**src/gpt_pkg.sv**
```systemverilog
// Purpose: Shared constants and types for the gated prescaled timer
// Assumes: APB slave with 32-bit data, one aligned word per register
// Notes: Offsets are byte addresses
package gpt_pkg;
	// Register map
	localparam logic [11:0] GPT_CTRL_OFS = 12'h000;
	localparam logic [11:0] GPT_COUNT_OFS = 12'h004;
	localparam logic [11:0] GPT_STATUS_OFS = 12'h008;
	// Control field positions
	localparam int GPT_RUN_BIT = 15;
	localparam int GPT_IDLE_BIT = 13;
	localparam int GPT_GATE_BIT = 6;
	localparam int GPT_PS_LO = 4;
	localparam int GPT_CS_BIT = 1;
	// Writable bit mask and reset value of the control register
	localparam logic [15:0] GPT_CTRL_MASK = 16'hA072;
	localparam logic [15:0] GPT_CTRL_RESET = 16'h0000;
	localparam logic [15:0] GPT_COUNT_RESET = 16'h0000;
	// Prescaler terminal counts, minus one
	localparam logic [7:0] GPT_DIV1 = 8'h00;
	localparam logic [7:0] GPT_DIV8 = 8'h07;
	localparam logic [7:0] GPT_DIV64 = 8'h3F;
	localparam logic [7:0] GPT_DIV256 = 8'hFF;

	// Decoded control fields
	typedef struct packed {
		logic timerRun;
		logic haltWhenIdle;
		logic gateAccumulate;
		logic [1:0] prescaleSelect;
		logic clockSourceSelect;
	} gpt_ctrl_t;

	// Events from the input conditioner
	typedef struct packed {
		logic extRise;
		logic gateLevel;
	} gpt_pin_t;
endpackage : gpt_pkg

```
**src/gpt_pin_sync.sv**
```systemverilog
// Purpose: Synchronise the external count pin and detect rising edges
// Assumes: Pin is asynchronous to core_clk
// Notes: First stage is read only by the second stage
`timescale 1ns/100ps
module gpt_pin_sync
	import gpt_pkg::*;
(
	input wire logic core_clk,
	input wire logic sys_rst,
	input wire logic extCountInput,
	output gpt_pin_t pinInfo
);
	logic [2:0] syncReg;
	logic [2:0] syncNext;

	// Shift chain: two stages to settle, third for edge history
	always_comb begin
		syncNext = {syncReg[1:0], extCountInput};
	end

	always_ff @(posedge core_clk or posedge sys_rst) begin
		if (sys_rst) begin
			syncReg <= 3'h0;
		end else begin
			syncReg <= syncNext;
		end
	end

	// Only stages 1 and 2 feed logic
	assign pinInfo.extRise = syncReg[1] & ~syncReg[2]; // [RULE_08]
	assign pinInfo.gateLevel = syncReg[1];
endmodule : gpt_pin_sync

```
**src/gpt_timer.sv**
```systemverilog
// Purpose: 16-bit timer with prescaler, gating, source select and APB control
// Assumes: core_clk is the instruction-cycle clock; external pin doubles as gate
// Notes: Count register is readable and writable; status shows activity
//        Read data is loaded in the setup cycle, so a count read shows that moment
//        Address map: control at 0x000, count at 0x004, status at 0x008
//
// Functional notes
// [RULE_01] Run bit one starts the 16-bit timer, zero stops counting.
// [RULE_02] Idle-halt set: timer suspends all operation in idle mode.
// [RULE_03] Idle-halt clear: timer keeps running normally in idle mode.
// [RULE_04] Gate bit enables gated accumulation on internal clock; ignored on external.
// [RULE_05] Prescale field: 11 is 1:256, 10 1:64, 01 1:8, 00 1:1.
// [RULE_06] Source bit one counts external rising edges, zero uses instruction clock.
// [RULE_07] Control bits 14, 12-7, 3-2 read zero and ignore writes.
// [RULE_08] Count increments once per prescaler tick; external edges synchronised first.
//
// Our own choices: the address map and register access over APB.
`timescale 1ns/100ps
module gpt_timer
	import gpt_pkg::*;
#(
	parameter int CountWidth = 16
)(
	input wire logic core_clk,
	input wire logic sys_rst,
	input wire logic psel,
	input wire logic penable,
	input wire logic pwrite,
	input wire logic [11:0] paddr,
	input wire logic [31:0] pwdata,
	output logic [31:0] prdata,
	output logic pready,
	output logic pslverr,
	input wire logic idleMode,
	input wire logic extCountInput,
	output logic [CountWidth-1:0] timerCount,
	output logic timerActive
);
	// Run states of the timer; one-hot so each state decodes from a single flop
	typedef enum logic [2:0] {
		GPT_RUN_STOPPED = 3'h1,
		GPT_RUN_COUNTING = 3'h2,
		GPT_RUN_SUSPENDED = 3'h4
	} gpt_run_state_t;

	// Control register and its next value
	logic [15:0] ctrlReg;
	logic [15:0] ctrlNext;
	// Count register and its next value
	logic [CountWidth-1:0] countReg;
	logic [CountWidth-1:0] countNext;
	// Prescaler accumulator; eight bits reach the largest ratio
	logic [7:0] preReg;
	logic [7:0] preNext;

	// Run state and the registered activity flag
	gpt_run_state_t runStateReg;
	gpt_run_state_t runStateNext;
	logic activeReg;
	logic activeNext;
	// Bus response, loaded in the setup cycle
	logic [31:0] rdataReg;
	logic [31:0] rdataNext;
	logic errReg;
	logic errNext;

	// Decoded control fields and conditioned pin events
	gpt_ctrl_t ctrl;
	gpt_pin_t pinInfo;
	// Bus phase and address decode
	logic setupPhase;
	logic accessPhase;
	logic selCtrl;
	logic selCount;
	logic selStatus;
	logic addrOk;
	logic wrCtrl;
	logic wrCount;

	// Count qualification
	logic suspended;
	logic runAllowed;
	logic srcTick;
	logic [7:0] divLimit;
	logic preTerminal;
	logic preTick;

	// Gate level and count edge share one pin, so both see the same synchroniser delay
	gpt_pin_sync uPinSync (
		.core_clk(core_clk),
		.sys_rst(sys_rst),
		.extCountInput(extCountInput),
		.pinInfo(pinInfo)
	);

	// Field decode of the control register
	always_comb begin
		ctrl.timerRun = ctrlReg[GPT_RUN_BIT];
		ctrl.haltWhenIdle = ctrlReg[GPT_IDLE_BIT];
		ctrl.gateAccumulate = ctrlReg[GPT_GATE_BIT];
		ctrl.prescaleSelect = ctrlReg[GPT_PS_LO+1:GPT_PS_LO];
		ctrl.clockSourceSelect = ctrlReg[GPT_CS_BIT];
	end

	// Bus phases; the slave never stretches a transfer, so ready is tied high
	// Limitation: a setup cycle is taken to last exactly one clock, as the bus requires
	assign setupPhase = psel & ~penable;
	assign accessPhase = psel & penable;
	assign pready = 1'h1;

	// One-hot address decode; anything else is answered with an error
	always_comb begin
		selCtrl = 1'h0;
		selCount = 1'h0;
		selStatus = 1'h0;
		case (paddr)
			GPT_CTRL_OFS: begin
				selCtrl = 1'h1;
			end
			GPT_COUNT_OFS: begin
				selCount = 1'h1;
			end
			GPT_STATUS_OFS: begin
				selStatus = 1'h1;
			end
			default: begin
				// Unmapped word: no select, the response carries an error
				selCtrl = 1'h0;
			end
		endcase
	end

	// Writes take effect only at the access edge, and only to mapped words
	assign addrOk = selCtrl | selCount | selStatus;
	assign wrCtrl = accessPhase & pwrite & selCtrl;
	assign wrCount = accessPhase & pwrite & selCount;

	// Idle suspension only when the halt bit asks for it
	assign suspended = idleMode & ctrl.haltWhenIdle; // [RULE_02] [RULE_03]
	assign runAllowed = ctrl.timerRun & ~suspended; // [RULE_01]

	// Source selection and gating
	always_comb begin
		if (ctrl.clockSourceSelect) begin
			srcTick = pinInfo.extRise; // [RULE_06] [RULE_04]
		end else if (ctrl.gateAccumulate) begin
			srcTick = pinInfo.gateLevel; // [RULE_04]
		end else begin
			srcTick = 1'b1; // [RULE_06]
		end
	end

	// Prescaler ratio
	always_comb begin
		case (ctrl.prescaleSelect) // [RULE_05]
			2'b00: divLimit = GPT_DIV1;
			2'b01: divLimit = GPT_DIV8;
			2'b10: divLimit = GPT_DIV64;
			2'b11: divLimit = GPT_DIV256;
			default: divLimit = GPT_DIV1;
		endcase
	end

	// Terminal test uses >= so a ratio lowered in mid-count does not run the full eight bits
	assign preTerminal = (preReg >= divLimit);
	// One count tick per prescaler wrap, and only while the timer may run
	assign preTick = runAllowed & srcTick & preTerminal; // [RULE_08]

	// Run state next value; the state follows the run bit and the idle halt
	// Stopped: run bit clear. Suspended: run bit set but held by the idle halt
	always_comb begin
		runStateNext = runStateReg;
		case (runStateReg)
			GPT_RUN_STOPPED: begin
				if (runAllowed) begin
					runStateNext = GPT_RUN_COUNTING; // [RULE_01]
				end else if (ctrl.timerRun) begin
					runStateNext = GPT_RUN_SUSPENDED; // [RULE_02]
				end
			end
			GPT_RUN_COUNTING: begin
				if (!ctrl.timerRun) begin
					runStateNext = GPT_RUN_STOPPED; // [RULE_01]
				end else if (suspended) begin
					runStateNext = GPT_RUN_SUSPENDED; // [RULE_02]
				end
			end
			GPT_RUN_SUSPENDED: begin
				if (!ctrl.timerRun) begin
					runStateNext = GPT_RUN_STOPPED;
				end else if (!suspended) begin
					runStateNext = GPT_RUN_COUNTING; // [RULE_03]
				end
			end
			default: begin
				runStateNext = GPT_RUN_STOPPED;
			end
		endcase
		// Activity is the counting state, shown one edge later as the status bit
		activeNext = (runStateNext == GPT_RUN_COUNTING);
	end

	// Run state and activity flag; the flag lags the control bit by one edge
	always_ff @(posedge core_clk or posedge sys_rst) begin
		if (sys_rst) begin
			runStateReg <= GPT_RUN_STOPPED;
			activeReg <= 1'h0;
		end else begin
			runStateReg <= runStateNext;
			activeReg <= activeNext;
		end
	end

	// Prescaler next value; cleared on stop, held while idle-suspended
	always_comb begin
		preNext = preReg;
		if (!ctrl.timerRun) begin
			preNext = 8'h00; // A restart begins a full prescale period
		end else if (runAllowed && srcTick) begin
			preNext = preTerminal ? 8'h00 : preReg + 8'h01; // [RULE_05]
		end
	end

	// Prescaler register
	always_ff @(posedge core_clk or posedge sys_rst) begin
		if (sys_rst) begin
			preReg <= 8'h00;
		end else begin
			preReg <= preNext;
		end
	end

	// Count next value; a bus write to the count wins over an increment in the same cycle
	always_comb begin
		countNext = countReg;
		if (wrCount) begin
			countNext = pwdata[CountWidth-1:0];
		end else if (preTick) begin
			countNext = countReg + {{(CountWidth-1){1'h0}}, 1'h1}; // [RULE_08]
		end
	end

	// Count register; wraps from all ones to zero without any flag
	always_ff @(posedge core_clk or posedge sys_rst) begin
		if (sys_rst) begin
			countReg <= CountWidth'(GPT_COUNT_RESET);
		end else begin
			countReg <= countNext;
		end
	end

	// Control next value; only implemented bits are ever stored
	always_comb begin
		ctrlNext = ctrlReg;
		if (wrCtrl) begin
			ctrlNext = pwdata[15:0] & GPT_CTRL_MASK; // [RULE_07]
		end
	end

	// Control register
	always_ff @(posedge core_clk or posedge sys_rst) begin
		if (sys_rst) begin
			ctrlReg <= GPT_CTRL_RESET;
		end else begin
			ctrlReg <= ctrlNext;
		end
	end

	// Read data and error are loaded in the setup cycle and cleared after the access,
	// so they come straight from flops and read zero outside a transfer
	always_comb begin
		rdataNext = 32'h0000_0000;
		errNext = 1'h0;
		if (setupPhase) begin
			errNext = ~addrOk;
			if (!pwrite) begin
				if (selCtrl) begin
					rdataNext = {16'h0000, ctrlReg & GPT_CTRL_MASK}; // [RULE_07]
				end else if (selCount) begin
					rdataNext = {{(32-CountWidth){1'h0}}, countReg}; // [RULE_08]
				end else if (selStatus) begin
					rdataNext = {31'h0000_0000, activeReg}; // [RULE_01]
				end
			end
		end
	end

	// Response registers
	always_ff @(posedge core_clk or posedge sys_rst) begin
		if (sys_rst) begin
			rdataReg <= 32'h0000_0000;
			errReg <= 1'h0;
		end else begin
			rdataReg <= rdataNext;
			errReg <= errNext;
		end
	end

	// Outputs straight from flops
	// Limitation: period match and overflow events are left to the surrounding logic
	assign prdata = rdataReg;
	assign pslverr = errReg;
	assign timerCount = countReg;
	assign timerActive = activeReg;
endmodule : gpt_timer

```
**config.mk**
```make
export PLATFORM = sky130hd
export DESIGN_NAME = gpt_timer
export DESIGN_NICKNAME = d
export VERILOG_FILES = /design/src/gpt_pkg.sv /design/src/gpt_pin_sync.sv /design/src/gpt_timer.sv
export SDC_FILE = /design/constraint.sdc
export NUM_CORES = 1
export LEC_CHECK = 0
export BUFFER_PORTS_ARGS = -buffer_cell sky130_fd_sc_hd__buf_2
export CORE_MARGIN = 8
export CORE_UTILIZATION = 47
export CTS_CLUSTER_DIAMETER = 30
export DETAILED_ROUTE_END_ITERATION = 16
export PLACE_DENSITY = 0.76
export SLEW_MARGIN = 20
export SYNTH_ARGS = -nofsm -noshare
export SYNTH_HDL_FRONTEND = slang
export SYNTH_HIERARCHICAL = 1
export SYNTH_SLANG_ARGS = --single-unit
```
**constraint.sdc**
```tcl
create_clock -name core_clk -period 2.56 [get_ports core_clk]
set_clock_uncertainty 0.05 [all_clocks]
set_input_delay 0.384 -clock core_clk [delete_from_list [all_inputs] [get_ports core_clk]]
set_output_delay 0.384 -clock core_clk [all_outputs]
set_load 0.01 [all_outputs]
```
======== Yosys cells after proc, flatten, opt, wreduce, memory -nomap -nowiden ========
Index checks and enable logic that the tools add are counted.
word-level totals
  bits in latches ......................... 0
  memories ................................ 0
  flip-flop bits (word level) ............. 70
  RAM bits ................................ 0
  word-level logic and storage cells ...... 65
  ROM bits ................................ 0
  output and inout bits ................... 51
  input bits .............................. 51
operators by class
  reductions and logical operators ........ 4
  divide/modulo/power cells ............... 0
  magnitude comparators ................... 1
  equality and inequality tests ........... 10
  $add $sub $neg .......................... 2
  multiplexer cells ....................... 24
  bitwise operators ....................... 16
  $mul .................................... 0
  shift operators ......................... 0
operators with widths
  cell                                                              number
  16-bit 2-to-1 mux                                                 6
  8-bit one-hot mux with 4 select lines                             1
  8-bit 2-to-1 mux                                                  3
  3-bit 2-to-1 mux                                                  6
  16-bit by 1-bit adder with 16-bit output, second input constant   1
  12-bit by 3-bit == test with 1-bit output, second input constant  1
  12-bit by 4-bit == test with 1-bit output, second input constant  1
  12-bit zero test                                                  1
  1-bit AND                                                         10
  3-bit one-hot mux with 3 select lines                             1
  8-bit by 1-bit adder with 8-bit output, second input constant     1
  8-bit greater-or-equal comparator                                 1
  1-bit 2-to-1 mux                                                  7
  3-bit by 2-bit == test with 1-bit output, second input constant   2
  2-bit == test, second input constant                              2
  1-bit inverter                                                    4
  3-bit by 1-bit == test with 1-bit output, second input constant   1
  3-bit == test, second input constant                              1
  2-bit by 1-bit == test with 1-bit output, second input constant   1
  2-bit zero test                                                   1
  2-bit by 1-bit != test with 1-bit output, second input constant   1
  1-bit OR                                                          2
  2-bit nonzero test                                                1
  1-bit logical AND                                                 1

======== Depth between registers and ports, before layout ========
  depth in word-level cells ............... 7
  mapped depth ............................ 9

======== By module ========
Netlist, hierarchy kept.
by module, submodules not included
  module        cells an instance  instances  area an instance (sq um)
  gpt_timer     276                1          2793.9
  gpt_pin_sync  6                  1          100.1

======== Worst setup path after synthesis ========
Ideal clock, no wire load.
  kind .................................... reg-to-reg
  from .................................... register ctrlReg[5]
  to ...................................... register countReg[14], in the netlist timerCount[14]
  cell stages (with the launch flop) ...... 10
  path slack .............................. 0.453 ns
  data required time ...................... 2.373 ns
  path buffers ............................ 1
  arrival time ............................ 1.919 ns
  cell sequence ........................... dfrtp_1 inv_1 ha_1 and4_1 and2_1 a211oi_1 buf_2 nor4_1 xnor2_1 a21oi_1
on the way
  longest elaborated chain between the ends .. 5
RTL lines
  item                                       RTL line          source
  start, declared                            gpt_timer.sv:47   logic [15:0] ctrlReg;
  start signal, assigned                     gpt_timer.sv:265  ctrlReg <= ctrlNext;
  2-bit == test (tied with other cells)      gpt_timer.sv:155  case (ctrl.prescaleSelect)
  8-bit one-hot mux with 4 select lines (*)  gpt_timer.sv:155
  8-bit greater-or-equal comparator (*)      gpt_timer.sv:165  assign preTerminal = (preReg >= divLimit);
  1-bit AND (*)                              gpt_timer.sv:167  assign preTick = runAllowed & srcTick & preTerminal;
  2-bit nonzero test (no line) (*)           -
  end signal, assigned                       gpt_timer.sv:246  countReg <= CountWidth'(GPT_COUNT_RESET);
  end signal, assigned                       gpt_timer.sv:248  countReg <= countNext;
  end, declared                              gpt_timer.sv:50   logic [CountWidth-1:0] countReg;
Mark *: on every way between the ends. The rest lies on a longest branch, timed or not.
A chain may end at the register's enable or synchronous reset.

======== Final worst setup path ========
  from .................................... register ctrlReg[5]
  to ...................................... register countReg[0], in the netlist timerCount[0]
Same word-level chain as after synthesis.

==> flow_metrics.env <==
export IMPL_outcome="finished, final reports clean"
export IMPL_htreeDepth=2
export IMPL_min_period_ns=2.39
export IMPL_worst_slew_pin_slew_ns=0.577
export IMPL_synthFlopType="dfrtp_1"
export IMPL_period_share_pct=93.2
export IMPL_gp_congestion=0.894
export IMPL_diodes=0
export IMPL_ctsRootBufferMaster="clkbuf_8"
export IMPL_grt_pass1_wl_um=10800
export IMPL_io_pins=102
export IMPL_leakage_uw=0.00170
export IMPL_cp_required_ns=2.69
export IMPL_slew_violations=0
export IMPL_clock_latency_ns=0.30
export IMPL_synth_seq_cells=54
export IMPL_busiest_layer="met2"
export IMPL_synthArstFlopShare_pct=100
export IMPL_start_kind="flop"
export IMPL_core_um2=5920
export IMPL_drt_vias_per_instance=5.13
export IMPL_final_common_cell="buf_2"
export IMPL_nets=409
export IMPL_synth_largest_area_cell="dfrtp_1"
export IMPL_synth_area_leaders="dfrtp_1, buf_4, nor2_1"
export IMPL_slew_headroom_pct=61.4
export IMPL_fmax_mhz=419
export IMPL_grt_max_degree=33
export IMPL_path_clk_slew_ns=0.10
export IMPL_power_density_nw_per_um2=430
export IMPL_vias=2184
export IMPL_die_x_um=94.5
export IMPL_critical_path_cell_chain="inv_1 > ha_1 > and4_1 > o211a_1 > a211oi_2 > buf_6 > nor2_1 > xnor2_1 > a21oi_1"
export IMPL_rsz0062_at_grt="false"
export IMPL_drc_errors=0
export IMPL_crit_path_end_kind="flop"
export IMPL_drt_iter0_markers=92
export IMPL_ant_nets=0
export IMPL_drt_wl_total_um=6380
export IMPL_area_delta_synth_final_pct=15.6
export IMPL_first_global_vias=2315
export IMPL_synth_top_area_share_pct=45.8
export IMPL_syn_avg_cell_area_um2=10.3
export IMPL_crit_slowest_cell="dfrtp_1"
export IMPL_synth_edff_count=0
export IMPL_antenna_found_initial=1
export IMPL_cts_setup_buffers=0
export IMPL_grt_ovfl_total=0
export IMPL_setup_viol=0
export IMPL_syn_area_um2=2890
export IMPL_cts_tree="yes"
export IMPL_start_util_pct=48.9
export IMPL_critPathBufInv=2
export IMPL_portBuffers=68
export IMPL_yosysWarnings=6
export IMPL_worst_hold_path_type="in2reg"
export IMPL_core_rowCount=28
export IMPL_ys_seq_area_share_pct=46.7
export IMPL_dpl_hpwl_um=4950
export IMPL_cts_buffers=5
export IMPL_synthCells=282
export IMPL_wl_per_cell_um=15.0
export IMPL_tns_ns=0
export IMPL_placed_area_um2=3230
export IMPL_drv_cap=0
export IMPL_grt_usage_pct=15.0
export IMPL_fin_area_um2=3350
export IMPL_peakVddDrop_uv=228
export IMPL_synthDistinctLibCells=52
export IMPL_cts_buffer_depth=2
export IMPL_die_y_um=94.5
export IMPL_globalRouteMet2Util_pct=26.4
export IMPL_cts_sinks=54
export IMPL_crit_path_max_incr_delay_ns=0.44
export IMPL_crit_family="compound AO/OA/AOI/OAI gates"
export IMPL_final_hold_viol_count=0
export IMPL_layout_common_cells="buf_2, dfrtp_1, nor2_1, a21oi_1, conb_1"
export IMPL_layout_drive_gt1_share_pct=29.3
export IMPL_grt_use_met3_pct=4.13
export IMPL_drtPass1Iterations=4
export IMPL_arrival_ns=2.52
export IMPL_die_area_um2=8920
export IMPL_use_met1_pct=17.7
export IMPL_crit_type="reg2reg"
export IMPL_worst_path_max_fanout=16
[where the power goes]
group          internal, uW  switching (uW)  total [uW]
Combinational          28.9            48.5        77.4
Sequential              856            2.81         859
Clock                   223             278         501
Total                  1110             329        1440
[routing by layer]
layer | vias to the layer above | wire length, um
met2 | 65 | 3290
met5 | - | 10
met4 | 2 | 70
li1 | 1077 | -
met3 | 8 | 445
met1 | 1032 | 2560
[path summary, 6_finish.rpt]
kind,from,endpoint,cells after the start,slack [ns]
setup reg to reg,ctrlReg[5],timerCount[0],9,0.17
min in group asynchronous,sys_rst,uPinSync/syncReg[0],3,0.45
hold / removal,extCountInput,uPinSync/syncReg[0],1,0.13
hold reg to reg,uPinSync/syncReg[0],uPinSync/syncReg[1],0,0.31
setup / recovery,ctrlReg[5],timerCount[0],9,0.17
max in group asynchronous,sys_rst,timerCount[4],4,1.38
[worst register-to-register path, stage by stage (launching register included)]
cell and delay, ns:
dfrtp_1 0.44, inv_1 0.12, ha_1 0.32, and4_1 0.22, o211a_1 0.15, a211oi_2 0.32, buf_6 0.25, nor2_1 0.11
xnor2_1 0.19, a21oi_1 0.10
[flip-flops by register name (all words and copies together) (netlist names)]
register,count
ctrlReg,6
uPinSync/syncReg,3
pslverr,1
prdata,16
timerCount,16
runStateReg,3
timerActive,1
preReg,8
[final cells by class]
cell class	instances	area [um2]
Fill cell	540	2570
Multi-Input combinational cell	209	1390
Sequential cell	54	1350
Timing Repair Buffer	74	392
Tap cell	75	93.8
Clock buffer	6	82.6
Inverter	6	22.5
Clock inverter	2	16.3
[what timing repair did]
item | in CTS | in global routing
endpoints found under the setup margin | 0 | 2
gates resized for setup | 0 | 1
hold endpoints to repair | 12 | 0
hold buffers | 1 | 0
[metrics by stage]
step	util (%)	cells	power [uW]	setup WS, ns	hold slack [ns]
2_1_floorplan	-	297	933	0.453	0.0876
5_1_grt	56.5	426	1500	0.0399	0.117
4_1_cts	56.4	426	1460	0.143	0.127
3_3_place_gp	54.6	417	951	0.264	0.218
3_5_place_dp	54.6	417	953	0.175	0.222
6_report	56.5	426	1440	0.173	0.135
[synth_stat cells, drive strengths merged (2+ instances only)]
library cell / instances
xnor2: 14
and3: 5
xor2: 2
a211oi: 2
nor3: 2
or3: 3
nor3b: 5
nor4b: 2
ha: 8
nand2: 15
and2: 11
o21ai: 7
nor2b: 2
dfrtp: 53
clkbuf: 5
a21boi: 2
a21oi: 21
and4: 2
buf: 23
nand2b: 4
inv: 6
mux2i: 7
nor4: 10
a31oi: 3
nand3: 5
conb: 2
nor2: 38
mux2: 5
nand4: 7
o21a: 2
[logic make-up after synthesis]
group | count (synthesis) | synth area share [%]
other | 2 | 0.260
AO/OA/AOI/OAI | 43 | 9.25
buffers and inverters | 34 | 7.48
multiplexers | 12 | 4.37
adder cells (fa/ha/maj) | 8 | 3.46
AND/OR/NAND/NOR | 113 | 23.6
flip-flops | 54 | 46.7
XOR/XNOR | 16 | 4.84
(Power assumes the default switching activity.)
